**src/pkg/cora_pkg.sv**
```systemverilog
`default_nettype none
package cora_pkg;

   // ----------------------------------------------------------------
   // Widths
   // ----------------------------------------------------------------
   localparam int DATA_W = 64;
   localparam int OFF_W = 13;
   localparam int ADDR_W = 16;
   localparam int CORE_W = 6;
   localparam int VP_W = 3;
   localparam int BLK_W = 2;
   localparam int CMD_W = 4;
   localparam int BASE_W = 20;

   // ----------------------------------------------------------------
   // Register offsets within an 8 KB block
   // ----------------------------------------------------------------
   localparam logic [OFF_W-1:0] OFF_POWER_CMD = 13'h0000;
   localparam logic [OFF_W-1:0] OFF_TARGET_SEL = 13'h0018;
   localparam logic [OFF_W-1:0] OFF_BOOT_BASE = 13'h0020;
   localparam logic [OFF_W-1:0] OFF_IDENTITY = 13'h0028;
   localparam logic [OFF_W-1:0] OFF_ACCESS_GRANT = 13'h0120;

   // ----------------------------------------------------------------
   // Field positions
   // ----------------------------------------------------------------
   localparam int SEL_CORE_LSB = 8;
   localparam int SEL_VP_LSB = 0;
   localparam int SEL_BLK_LSB = 24;
   localparam int BASE_LSB = 12;
   localparam int MODE_BIT = 0;
   localparam int ID_CORE_LSB = 0;
   localparam int CMD_LSB = 0;

   // ----------------------------------------------------------------
   // Encodings and reset values
   // ----------------------------------------------------------------
   localparam logic [BLK_W-1:0] BLK_LOCAL = 2'h0;
   localparam logic [BLK_W-1:0] BLK_GLOBAL = 2'h1;
   localparam logic [CMD_W-1:0] CMD_POWER_UP = 4'h3;
   localparam logic [CORE_W-1:0] DEBUG_RING_ID = 6'h23;
   localparam logic [BASE_W-1:0] BOOT_BASE_RST = 20'h1fc00;
   localparam logic MODE_RST = 1'b0;
   // Low window keeps only the base bits below 512 MB
   localparam int LOW_BASE_W = 17;

   // Address map seen by the requester: addr[15:13] picks the space
   typedef enum logic [2:0] {
      SP_GLOBAL = 3'b000,
      SP_LOCAL = 3'b001,
      SP_OTHER = 3'b010,
      SP_DEBUG = 3'b011,
      SP_PWR_LOCAL = 3'b100,
      SP_PWR_OTHER = 3'b101,
      SP_NONE6 = 3'b110,
      SP_NONE7 = 3'b111
   } cora_space_e;

endpackage
`default_nettype wire

```
**src/pkg/cora_if.sv**
```systemverilog
`timescale 1ns/1ns
`default_nettype none
interface cora_if;
   // Request, one cycle long
   logic req;
   logic we;
   logic [cora_pkg::CORE_W-1:0] core;
   logic [cora_pkg::VP_W-1:0] vp;
   cora_pkg::cora_space_e space;
   logic [cora_pkg::OFF_W-1:0] offset;
   logic [cora_pkg::DATA_W-1:0] wdata;
   // Answer, cycle after the request
   logic [cora_pkg::DATA_W-1:0] rdata;

   modport requester (output req, output we, output core, output vp, output space, output offset,
      output wdata, input rdata);
   modport device (input req, input we, input core, input vp, input space, input offset,
      input wdata, output rdata);
endinterface
`default_nettype wire

```
**src/core/cora_device.sv**
```systemverilog
`timescale 1ns/1ns
`default_nettype none
module cora_device #(
   parameter int NUM_CORES = 6,
   parameter int NUM_VPS = 4
) (
   // Clock and reset
   input wire logic clock,
   input wire logic rstn,
   // Requests from the cores
   cora_if.device link,
   // Power and boot state
   output logic [NUM_CORES-1:0] core_powered,
   output logic debug_powered,
   output logic [NUM_CORES*NUM_VPS*32-1:0] boot_vector
);

   localparam int NT = NUM_CORES * NUM_VPS;
   localparam int CW = cora_pkg::CORE_W;
   localparam int VW = cora_pkg::VP_W;

   // ----------------------------------------------------------------
   // Helpers
   // ----------------------------------------------------------------
   function automatic logic exists(input logic [CW-1:0] c, input logic [VW-1:0] v);
      return (int'(c) < NUM_CORES) && (int'(v) < NUM_VPS);
   endfunction

   function automatic int slot(input logic [CW-1:0] c, input logic [VW-1:0] v);
      return int'(c) * NUM_VPS + int'(v);
   endfunction

   // ----------------------------------------------------------------
   // Storage
   // ----------------------------------------------------------------
   logic [CW-1:0] sel_core_q [NT];
   logic [VW-1:0] sel_vp_q [NT];
   logic [cora_pkg::BLK_W-1:0] sel_blk_q [NT];
   logic [cora_pkg::BASE_W-1:0] base_q [NT];
   logic mode_q [NT];
   logic [NUM_CORES-1:0] grant_q;
   logic [cora_pkg::CMD_W-1:0] pcmd_q [NUM_CORES+1];
   logic [NUM_CORES:0] powered_q;
   logic [cora_pkg::DATA_W-1:0] rdata_q;
   logic [NT*32-1:0] boot_vector_q;

   // ----------------------------------------------------------------
   // Requester and redirect decode
   // ----------------------------------------------------------------
   wire req_ok = link.req && exists(link.core, link.vp);
   wire [31:0] own_slot = req_ok ? slot(link.core, link.vp) : 0;
   wire [31:0] own_core_i = req_ok ? int'(link.core) : 0;
   // Redirect fields of the requester's own VP
   wire [CW-1:0] my_core = sel_core_q[own_slot];
   wire [VW-1:0] my_vp = sel_vp_q[own_slot];
   wire [cora_pkg::BLK_W-1:0] my_blk = sel_blk_q[own_slot];

   // A single other-block window, whatever the core count
   wire is_other = link.space == cora_pkg::SP_OTHER;
   wire is_local = link.space == cora_pkg::SP_LOCAL;
   wire [CW-1:0] t_core = is_other ? my_core : link.core;
   wire [VW-1:0] t_vp = is_other ? my_vp : link.vp;
   wire [cora_pkg::BLK_W-1:0] t_blk = is_other ? my_blk : cora_pkg::BLK_LOCAL;

   // Unimplemented core, VP or block falls through to no hit
   wire cfg_hit = (is_local || is_other) && (t_blk == cora_pkg::BLK_LOCAL) && exists(t_core, t_vp);
   wire glb_hit = (link.space == cora_pkg::SP_GLOBAL) || (is_other && t_blk == cora_pkg::BLK_GLOBAL);
   wire [31:0] t_slot = cfg_hit ? slot(t_core, t_vp) : 0;

   // Power controller target: own core, or redirected ring id
   wire pwr_space = (link.space == cora_pkg::SP_PWR_LOCAL) || (link.space == cora_pkg::SP_PWR_OTHER);
   wire [CW-1:0] pwr_ring = (link.space == cora_pkg::SP_PWR_OTHER) ? my_core : link.core;
   wire pwr_dbg = pwr_ring == cora_pkg::DEBUG_RING_ID;
   wire pwr_hit = pwr_space && (link.offset == cora_pkg::OFF_POWER_CMD)
      && ((int'(pwr_ring) < NUM_CORES) || pwr_dbg);
   wire [31:0] pwr_idx = !pwr_hit ? 0 : (pwr_dbg ? NUM_CORES : int'(pwr_ring));

   // ----------------------------------------------------------------
   // Write and read strobes
   // ----------------------------------------------------------------
   // Write grant applies to every write, power commands included; reads always pass
   wire wr_ok = req_ok && link.we && grant_q[own_core_i];
   wire rd_ok = req_ok && !link.we;
   wire hit_sel = cfg_hit && (link.offset == cora_pkg::OFF_TARGET_SEL);
   wire hit_base = cfg_hit && (link.offset == cora_pkg::OFF_BOOT_BASE);
   wire hit_id = cfg_hit && (link.offset == cora_pkg::OFF_IDENTITY);
   wire hit_grant = glb_hit && (link.offset == cora_pkg::OFF_ACCESS_GRANT);
   wire wr_sel = wr_ok && hit_sel;
   wire wr_base = wr_ok && hit_base;
   wire wr_grant = wr_ok && hit_grant;
   wire wr_pwr = wr_ok && pwr_hit;
   wire [cora_pkg::CMD_W-1:0] cmd = link.wdata[cora_pkg::CMD_LSB +: cora_pkg::CMD_W];

   // ----------------------------------------------------------------
   // Read words
   // ----------------------------------------------------------------
   wire [63:0] sel_word = {38'h0, sel_blk_q[t_slot], 10'h0, sel_core_q[t_slot], 5'h0,
      sel_vp_q[t_slot]};
   wire [63:0] base_word = {32'h0, base_q[t_slot], 11'h0, mode_q[t_slot]};
   // Identification shows the core number of the addressed copy
   wire [63:0] id_word = 64'(t_core) << cora_pkg::ID_CORE_LSB;
   wire [63:0] grant_word = 64'(grant_q);
   wire [63:0] pcmd_word = 64'(pcmd_q[pwr_idx]) << cora_pkg::CMD_LSB;

   // Anything without a hit reads as zero
   wire [63:0] rdata_d = !rd_ok ? 64'h0 :
      hit_sel ? sel_word :
      hit_base ? base_word :
      hit_id ? id_word :
      hit_grant ? grant_word :
      pwr_hit ? pcmd_word : 64'h0;

   // ----------------------------------------------------------------
   // Per-VP registers
   // ----------------------------------------------------------------
   // One copy of each per VP, reset together
   always_ff @(posedge clock or negedge rstn)
   begin
      if (!rstn)
      begin
         for (int i = 0; i < NT; i++)
         begin
            sel_core_q[i] <= '0;
            sel_vp_q[i] <= '0;
            sel_blk_q[i] <= cora_pkg::BLK_LOCAL;
            base_q[i] <= cora_pkg::BOOT_BASE_RST;
            mode_q[i] <= cora_pkg::MODE_RST;
         end
      end
      else
      begin
         if (wr_sel)
         begin
            sel_core_q[t_slot] <= link.wdata[cora_pkg::SEL_CORE_LSB +: CW];
            sel_vp_q[t_slot] <= link.wdata[cora_pkg::SEL_VP_LSB +: VW];
            sel_blk_q[t_slot] <= link.wdata[cora_pkg::SEL_BLK_LSB +: cora_pkg::BLK_W];
         end
         if (wr_base)
         begin
            base_q[t_slot] <= link.wdata[cora_pkg::BASE_LSB +: cora_pkg::BASE_W];
            // Meant to be set once; later changes still take effect
            mode_q[t_slot] <= link.wdata[cora_pkg::MODE_BIT];
         end
      end
   end

   // ----------------------------------------------------------------
   // Global grant and power controller
   // ----------------------------------------------------------------
   always_ff @(posedge clock or negedge rstn)
   begin
      if (!rstn)
      begin
         grant_q <= '1;
         powered_q <= '0;
         for (int i = 0; i <= NUM_CORES; i++)
            pcmd_q[i] <= '0;
      end
      else
      begin
         if (wr_grant)
            grant_q <= link.wdata[NUM_CORES-1:0];
         if (wr_pwr)
         begin
            pcmd_q[pwr_idx] <= cmd;
            // Only power-up is acted on here; other commands are just held
            if (cmd == cora_pkg::CMD_POWER_UP)
               powered_q[pwr_idx] <= 1'b1;
         end
      end
   end

   // ----------------------------------------------------------------
   // Answer
   // ----------------------------------------------------------------
   always_ff @(posedge clock or negedge rstn)
   begin
      if (!rstn)
         rdata_q <= '0;
      else
         rdata_q <= rdata_d;
   end

   // ----------------------------------------------------------------
   // Boot vectors
   // ----------------------------------------------------------------
   // Low mode drops base bits above 512 MB
   for (genvar g = 0; g < NT; g++)
   begin : g_vec
      wire [31:0] vec_full = {base_q[g], 12'h0};
      wire [31:0] vec_low = {3'h0, base_q[g][cora_pkg::LOW_BASE_W-1:0], 12'h0};
      always_ff @(posedge clock or negedge rstn)
      begin
         if (!rstn)
            boot_vector_q[g*32 +: 32] <= '0;
         else
            boot_vector_q[g*32 +: 32] <= mode_q[g] ? vec_full : vec_low;
      end
   end

   assign link.rdata = rdata_q;
   assign core_powered = powered_q[NUM_CORES-1:0];
   assign debug_powered = powered_q[NUM_CORES];
   assign boot_vector = boot_vector_q;

endmodule
`default_nettype wire

```
**src/flat_wrapper.sv**
```systemverilog
// flat-port wrapper written by rule: the top's interface ports become plain ports
module cora_device_flat 
#(
   parameter int NUM_CORES = 6,
   parameter int NUM_VPS = 4
)
  (clock, rstn, core_powered, debug_powered, boot_vector, link_req, link_we, link_core, link_vp, link_space, link_offset, link_wdata, link_rdata);
  cora_if link_i ();
  input wire logic clock;
  input wire logic rstn;
  output logic [NUM_CORES-1:0] core_powered;
  output logic debug_powered;
  output logic [NUM_CORES*NUM_VPS*32-1:0] boot_vector;
  input wire logic [$bits(link_i.req)-1:0] link_req;
  input wire logic [$bits(link_i.we)-1:0] link_we;
  input wire logic [$bits(link_i.core)-1:0] link_core;
  input wire logic [$bits(link_i.vp)-1:0] link_vp;
  input wire logic [$bits(link_i.space)-1:0] link_space;
  input wire logic [$bits(link_i.offset)-1:0] link_offset;
  input wire logic [$bits(link_i.wdata)-1:0] link_wdata;
  output wire logic [$bits(link_i.rdata)-1:0] link_rdata;
  assign link_i.req = link_req;
  assign link_i.we = link_we;
  assign link_i.core = link_core;
  assign link_i.vp = link_vp;
  assign link_i.space = link_space;
  assign link_i.offset = link_offset;
  assign link_i.wdata = link_wdata;
  assign link_rdata = link_i.rdata;
  cora_device #(.NUM_CORES(NUM_CORES), .NUM_VPS(NUM_VPS)) u_core (.clock(clock), .rstn(rstn), .link(link_i), .core_powered(core_powered), .debug_powered(debug_powered), .boot_vector(boot_vector));
endmodule
```
**config.mk**
```make
export PLATFORM = sky130hd
export DESIGN_NAME = cora_device_flat
export DESIGN_NICKNAME = d
export VERILOG_FILES = /design/src/pkg/cora_pkg.sv /design/src/pkg/cora_if.sv /design/src/core/cora_device.sv /design/src/flat_wrapper.sv
export SDC_FILE = /design/constraint.sdc
export NUM_CORES = 2
export LEC_CHECK = 0
export BUFFER_PORTS_ARGS = -buffer_cell sky130_fd_sc_hd__buf_2
export CAP_MARGIN = 0
export CELL_PAD_IN_SITES_DETAIL_PLACEMENT = 1
export CELL_PAD_IN_SITES_GLOBAL_PLACEMENT = 1
export CORE_AREA = 2 2 367 369
export CTS_BUF_LIST = sky130_fd_sc_hd__clkbuf_4 sky130_fd_sc_hd__clkbuf_8
export CTS_CLUSTER_DIAMETER = 40
export DETAILED_ROUTE_END_ITERATION = 10
export DIE_AREA = 0 0 369 371
export PLACE_DENSITY_LB_ADDON = 0.1
export SYNTH_ARGS = -nofsm -noshare
export SYNTH_HDL_FRONTEND = slang
export SYNTH_SLANG_ARGS = --single-unit
```
**constraint.sdc**
```tcl
create_clock -name clock -period 5.6 [get_ports clock]
set_clock_uncertainty 0.2 [all_clocks]
set_input_delay 0.84 -clock clock [delete_from_list [all_inputs] [get_ports clock]]
set_output_delay 0.84 -clock clock [all_outputs]
set_load 0.005 [all_outputs]
```
* Word-level counts from Yosys, hierarchy flattened
Cells that the tools add are included.
** Word-level totals
- Bits in registers :: 1641
- Output and inout bits :: 839
- Word-level logic and storage cells :: 303
** Operators by class
- Add/sub/neg operators :: 2
- Magnitude comparators :: 13
- Eq/ne operators :: 11
- Muxes and demuxes :: 88
- Bitwise logic cells :: 4
- Reduce and logical (&&, ||, !) cells :: 31
** Operators with widths (number)
- $mux 32 :: 27
- $bwmux 480 :: 1
- $mux 64 :: 5
- $bwmux 144 :: 1
- $bmux 20 s5 :: 1
- $demux 20 s5 :: 1
- $not 32->33 :: 3
- $bwmux 72 :: 1
- $ge 33x6->1 const B :: 2
- $lt 33x1->1 const B :: 2
- $lt 32x4->1 const B :: 2
- $bmux 6 s5 :: 2
- $mux 20 :: 3
- $mux 6 :: 9
- $bwmux 48 :: 1
- $ge 33x4->1 const B :: 1
- $ge 32x1->1 const B :: 1
- $bmux 3 s5 :: 2
- $demux 6 s5 :: 1
- $bwmux 28 :: 1
- $eq 13x6->1 const B :: 2
- $bwmux 24 :: 1
- $logic_and 1x1->1 :: 22
- $bmux 2 s5 :: 2
- other kinds (30) :: 55

* Logic depth before layout (Yosys ltp)
- Depth after elaboration :: 23
- Mapped depth :: 24

* Least setup slack after synthesis
No wires, ideal clock.
- Kind :: input -> register
- Start point :: in link_vp[2]
- End point :: reg u_core.base_q[0] in the netlist's numbering
- Library setup time :: 0.125 ns
- Arrival :: 5.269 ns
- Slack :: 0.006 ns
- Stages on the path :: 20
- Path buffers :: 4
- Cell sequence :: ha_1 buf_2 inv_1 clkbuf_1 clkbuf_1 a211oi_1 a311oi_1 or4_1 a2bb2oi_1 o21ai_0 ha_1 ha_1 or2_2 o311ai_0 nor2_1 nor3_2 nand3_1 nor3_1 buf_2 mux2_2
** Between the ends
- Longest elaborated chain between the ends :: 19
- Elaborated cells on any way between the ends :: 40
** RTL lines
- start: declaration :: line flat_wrapper.sv:17 : input wire logic [$bits(link_i.vp)-1:0] link_vp;
- branches (longest 19 deep; another with $ge 33x6->1)
- end signal: indexed assignment :: line cora_device.sv:126 : base_q[i] <= cora_pkg::BOOT_BASE_RST;
- end signal: indexed assignment :: line cora_device.sv:140 : base_q[t_slot] <= link.wdata[cora_pkg::BASE_LSB +: cora_pkg::BASE_W];
- end: declaration :: line cora_device.sv:39 : logic [cora_pkg::BASE_W-1:0] base_q [NT];
Parallel ways; which one is timed is not known. The select of a mux whose other input is x is not followed.
A chain may end at the register's enable or synchronous reset.

* Final worst setup path
- Start point :: in link_core[0]
- End point :: reg u_core.rdata_q (netlist bit u_core.link.rdata[0])
** Between the ends
- Longest elaborated chain between the ends :: 23
- Elaborated cells on any way between the ends :: 58
** RTL lines
- start: declaration :: line flat_wrapper.sv:16 : input wire logic [$bits(link_i.core)-1:0] link_core;
- $lt 6x3->1 :: line cora_device.sv:26 : return (int'(c) < NUM_CORES) && (int'(v) < NUM_VPS);
- $logic_and 1x1->1 :: line cora_device.sv:26
- $logic_and 1x1->1 :: line cora_device.sv:50 : wire req_ok = link.req && exists(link.core, link.vp);
- $mux 32 :: line cora_device.sv:51 : wire [31:0] own_slot = req_ok ? slot(link.core, link.vp) : 0;
- $not 32->33 (implied by the code) :: line cora_device.sv:54, cora_device.sv:55, cora_device.sv:56
- $bmux 6 s5 :: line cora_device.sv:54 : wire [CW-1:0] my_core = sel_core_q[own_slot];
- $mux 6 (implied by the code) (2 in a row) :: line cora_device.sv:54
- $mux 6 :: line cora_device.sv:72 : wire [CW-1:0] pwr_ring = (link.space == cora_pkg::SP_PWR_OTHER) ? my_core : link.core;
- (+6 left out)
- $mux 4 (implied by the code) (2 in a row) :: line cora_device.sv:103 : wire [63:0] pcmd_word = 64'(pcmd_q[pwr_idx]) << cora_pkg::CMD_LSB;
- $mux 4 :: line cora_device.sv:111 : pwr_hit ? pcmd_word : 64'h0;
- $mux 64 :: line cora_device.sv:110 : hit_grant ? grant_word :
- $mux 64 :: line cora_device.sv:109 : hit_id ? id_word :
- $mux 64 :: line cora_device.sv:108 : hit_base ? base_word :
- $mux 64 :: line cora_device.sv:107 : hit_sel ? sel_word :
- $mux 64 * :: line cora_device.sv:106 : wire [63:0] rdata_d = !rd_ok ? 64'h0 :
- via u_core.rdata_d[0] :: line cora_device.sv:106
- end signal: assignment :: line cora_device.sv:181 : rdata_q <= rdata_d;
- end: declaration :: line cora_device.sv:44 : logic [cora_pkg::DATA_W-1:0] rdata_q;
The timed path passes the listed nets; every way through them passes the cells marked *. The select of a mux whose other input is x is not followed.

==> results.sh <==
export IMPL_setup_viol=0
export IMPL_cp_cell_sequence="buf_2 -> ha_1 -> ha_1 -> buf_4 -> xnor2_1 -> buf_4 -> nor3_1 -> nor2_1 -> a32oi_1 -> o21ai_0 -> buf_4 -> a31o_2 -> ha_1 -> ha_1 -> o311ai_1 -> buf_4 -> or2_2 -> nor4_4 -> buf_12 -> buf_4 -> a22oi_1 -> a21oi_1 -> a2111oi_2"
export IMPL_drc=0
export IMPL_syn2layout_area_growth_pct=24.7
export IMPL_dieArea_um2=137000
export IMPL_postSynthCellCount=4354
export IMPL_intPower_uw=15900
export IMPL_synth_area_um2=56000
export IMPL_critPathKind="in2reg"
export IMPL_synth_top_family_by_area="multiplexers"
export IMPL_die_w_um=369
export IMPL_clk_pin_slew_ps=60
export IMPL_rows=134
export IMPL_vias=41600
export IMPL_synthDistinctLibCells=91
export IMPL_cts_sink_count=1319
export IMPL_clock_latency_ps=980
export IMPL_yosys_warnings=0
export IMPL_core_um2=133000
export IMPL_crit_top_cell="buf_4"
export IMPL_slowest_delay_ps=570
export IMPL_ir_drop_v=0.000271
export IMPL_root_buffer="clkbuf_8"
export IMPL_synth_xor_area_share_pct=0.0313
export IMPL_viasPerCell=5.61
export IMPL_outcome="complete, no violations"
export IMPL_async_reset_ff_share_pct=100
export IMPL_post_route_util_pct=52.6
export IMPL_hp_class="in2reg"
export IMPL_synthSimpleGateAreaFrac_pct=6.01
export IMPL_dp_slack_ps=-1320
export IMPL_wl_per_cell_um=30.0
export IMPL_critical_path_top_delay_family="compound AO/OA/AOI/OAI gates"
export IMPL_ys_flop_type="dfrtp_1"
export IMPL_htree_levels=4
export IMPL_p_seq_share_pct=45.6
export IMPL_regArea_um2=33200
export IMPL_num_nets_final=5526
export IMPL_drive_above_1_share_pct=47.3
export IMPL_synth_avg_cell_area_um2=12.9
export IMPL_swShare_pct=24.1
export IMPL_hold_viol=0
export IMPL_post_cts_buffers=0
export IMPL_seq_area_frac_synth_pct=59.4
export IMPL_power_frac_comb_pct=5.5
export IMPL_grt_usage_pct=31.9
export IMPL_ios=932
export IMPL_fin_ws_ps=218
export IMPL_crit_path_start_kind="input pin"
export IMPL_cellPowerDensity_nw_per_um2=299
export IMPL_synth_edf_count=0
export IMPL_muxShareOfSynthArea_pct=18.3
export IMPL_drt_total_wl_mm=222
export IMPL_cap_violations=0
export IMPL_gp_congestion=0.966
export IMPL_initial_core_util_pct=42.1
export IMPL_synthAdderAreaFrac_pct=0.0894
export IMPL_finalCritPeriodShare_pct=96.1
export IMPL_power_share_clock_pct=48.9
export IMPL_grt_max_degree=149
export IMPL_leakagePower_uw=0.0358
export IMPL_grt_pass1_vias=42400
export IMPL_slew_headroom_pct=29.2
export IMPL_tritoncts="built"
export IMPL_die_h_um=371
export IMPL_critPathBufInv=7
export IMPL_worst_slew_pin_slew_ps=1060
export IMPL_antenna_found_initial=10
export IMPL_synth_compound_area_share_pct=9.36
export IMPL_grt_pass1_wl_mm=313
export IMPL_fin_hold_ws_ps=98.4
export IMPL_firstDrtPassIters=5
export IMPL_postRouteAntennaNets=0
export IMPL_rsz0062_at_grt="false"
export IMPL_worst_ep_arrival_time_ps=5990
export IMPL_first_iter_violations=3645
export IMPL_p_sw_uw=5030
export IMPL_cp_max_fo=15
export IMPL_cts_buffers=228
export IMPL_clockBufferDepth=3
export IMPL_multi_input_area_um2=20300
export IMPL_finalCriticalPeriod_ps=5380
export IMPL_grt_overflow=0
export IMPL_drv_slew=0
export IMPL_portBuffers=575
export IMPL_dpl_hpwl_mm=163
export IMPL_synth_seq_cells=1319
export IMPL_slowest_stage="a2111oi_2"
export IMPL_fillers=13800
export IMPL_cp_data_required_time_ps=6210
export IMPL_cp_end_kind="register"
export IMPL_maxClockFrequency_ghz=0.186
## cell usage after synthesis (all sizes together), types with 9 or more instances
library cell	n	area (µm²)
mux2	829	9340
and2	79	494
inv	12	45.0
and3	11	68.8
a2111oi	14	124
a21oi	81	405
a22oi	10	75.1
a21o	14	105
mux2i	59	591
dfrtp	1145	28700
o221ai	29	254
buf	466	3130
o21ai	168	841
dfstp	174	4570
nand3	71	360
a31oi	36	225
o22a	13	114
a211oi	30	230
o2111ai	9	78.8
o211ai	15	113
nand4	31	200
a311oi	11	103
mux4	13	293
a221o	12	120
o22ai	254	1590
clkbuf	178	668
nand2	200	751
nor3	75	402
nor2	145	562
nor4	23	165
o21a	10	75.1
a2bb2oi	11	96.3
## sequential cells by signal, indices dropped and copies added (netlist names)
| signal | cells |
|---|---|
| u_core.base_q | 480 |
| u_core.boot_vector | 480 |
| u_core.sel_core_q | 144 |
| u_core.sel_vp_q | 72 |
| u_core.sel_blk_q | 48 |
| u_core.link.rdata | 30 |
| u_core.pcmd_q | 28 |
| u_core.mode_q | 24 |
| u_core.powered_q | 7 |
| u_core.grant_q | 6 |
## layout make-up
class,instances,share of cell area (%)
diodes,5,0.0179
clock inverters,59,1.16
flip-flops and latches,1319,47.6
multi-input cells,2700,29.1
inverters,12,0.0645
well taps,1768,3.17
clock buffers,374,6.70
repair buffers,1168,12.2
## through the flow
step                TNS, ps  total power (µW)  std cells  instance area [µm²]
floorplan                 0             10300       4675                57200
global placement    -275880             10800       6964                64300
detailed placement  -351140             10800       6964                64300
CTS                       0             21100       7400                69800
global route              0             21600       7403                69800
finish                    0             20900       7405                69800
## routing by layer
| metal | GRT usage (%) | vias up | wire (µm) |
|---|---|---|---|
| met1 | 41.4 | 22100 | 90900 |
| met4 | 12.9 | 2 | 8840 |
| met2 | 53.1 | 1715 | 108000 |
| met5 | 0 | - | 13 |
| met3 | 5.60 | 409 | 13900 |
| li1 | - | 17300 | - |
## placed cells by master (no fill, tap or decap), types with 11 or more instances in the layout
| cell type | synthesis | routed |
|---|---|---|
| buf_2 | 119 | 573 |
| bufinv_16 | 0 | 15 |
| a2bb2oi_1 | 11 | 11 |
| buf_12 | 0 | 92 |
| clkbuf_4 | 0 | 75 |
| mux2_2 | 808 | 808 |
| nand3_2 | 1 | 12 |
| nor4_1 | 21 | 19 |
| a31oi_1 | 36 | 36 |
| inv_1 | 12 | 12 |
| mux2_1 | 21 | 21 |
| and2_1 | 79 | 79 |
| o21ai_0 | 165 | 164 |
| nor2_1 | 140 | 139 |
| nor3_1 | 71 | 62 |
| clkinvlp_4 | 0 | 12 |
| a21o_1 | 14 | 14 |
| o221ai_1 | 29 | 29 |
| and3_1 | 11 | 11 |
| o22a_1 | 13 | 13 |
| a2111oi_0 | 13 | 11 |
| a21oi_1 | 81 | 81 |
| dfrtp_1 | 1145 | 1145 |
| a221o_1 | 12 | 12 |
| a211oi_1 | 29 | 29 |
| o211ai_1 | 15 | 15 |
| dfstp_2 | 174 | 174 |
| nand4_1 | 30 | 30 |
| nand3_1 | 70 | 55 |
| mux4_2 | 13 | 13 |
| clkbuf_8 | 0 | 299 |
| conb_1 | 1 | 322 |
| nand2_1 | 200 | 198 |
| clkinv_2 | 0 | 17 |
| o22ai_1 | 254 | 254 |
| mux2i_1 | 59 | 59 |
| buf_4 | 328 | 500 |
## power by group through the flow
stage / clock (µW) / sequential, µW / combinational [µW]
2_1_floorplan: 0 / 9710 / 573
3_3_place_gp: 0 / 9710 / 1120
3_5_place_dp: 0 / 9710 / 1130
4_1_cts: 10400 / 9540 / 1140
5_1_grt: 10800 / 9530 / 1220
6_report: 10200 / 9540 / 1150
## cells by family (layout without fill, tap and decap cells)
logic type | count (synthesis) | count (layout)
adders and majority gates | 4 | 4
DFF | 1319 | 1319
muxes | 901 | 901
xor gates and xnor gates | 2 | 2
other | 1 | 327
AOI/OAI and AO/OA | 791 | 791
and+or+nand+nor | 680 | 680
buffers and inverters | 656 | 1613
## final timing paths
path                       depth (start not counted)                       to  slack [ps]                  start
max                                               23     u_core.link.rdata[0]         220           link_core[0]
max reg2reg                                       17     u_core.link.rdata[0]         480  u_core.sel_core_q[54]
min in group asynchronous                          2    u_core.sel_core_q[97]         310                   rstn
min reg2reg                                        0  u_core.boot_vector[213]         200     u_core.base_q[349]
max in group asynchronous                          3  u_core.boot_vector[564]        3490                   rstn
min                                                2        u_core.pcmd_q[23]         100          link_wdata[3]
## repair_timing
action | in CTS | in global routing
hold buffers | 3 | 0
setup endpoints to repair | 2 | 5
resized for setup | 3 | 2
hold endpoints to repair | 110 | 0
No activity file was read; power rests on OpenSTA's default activity.
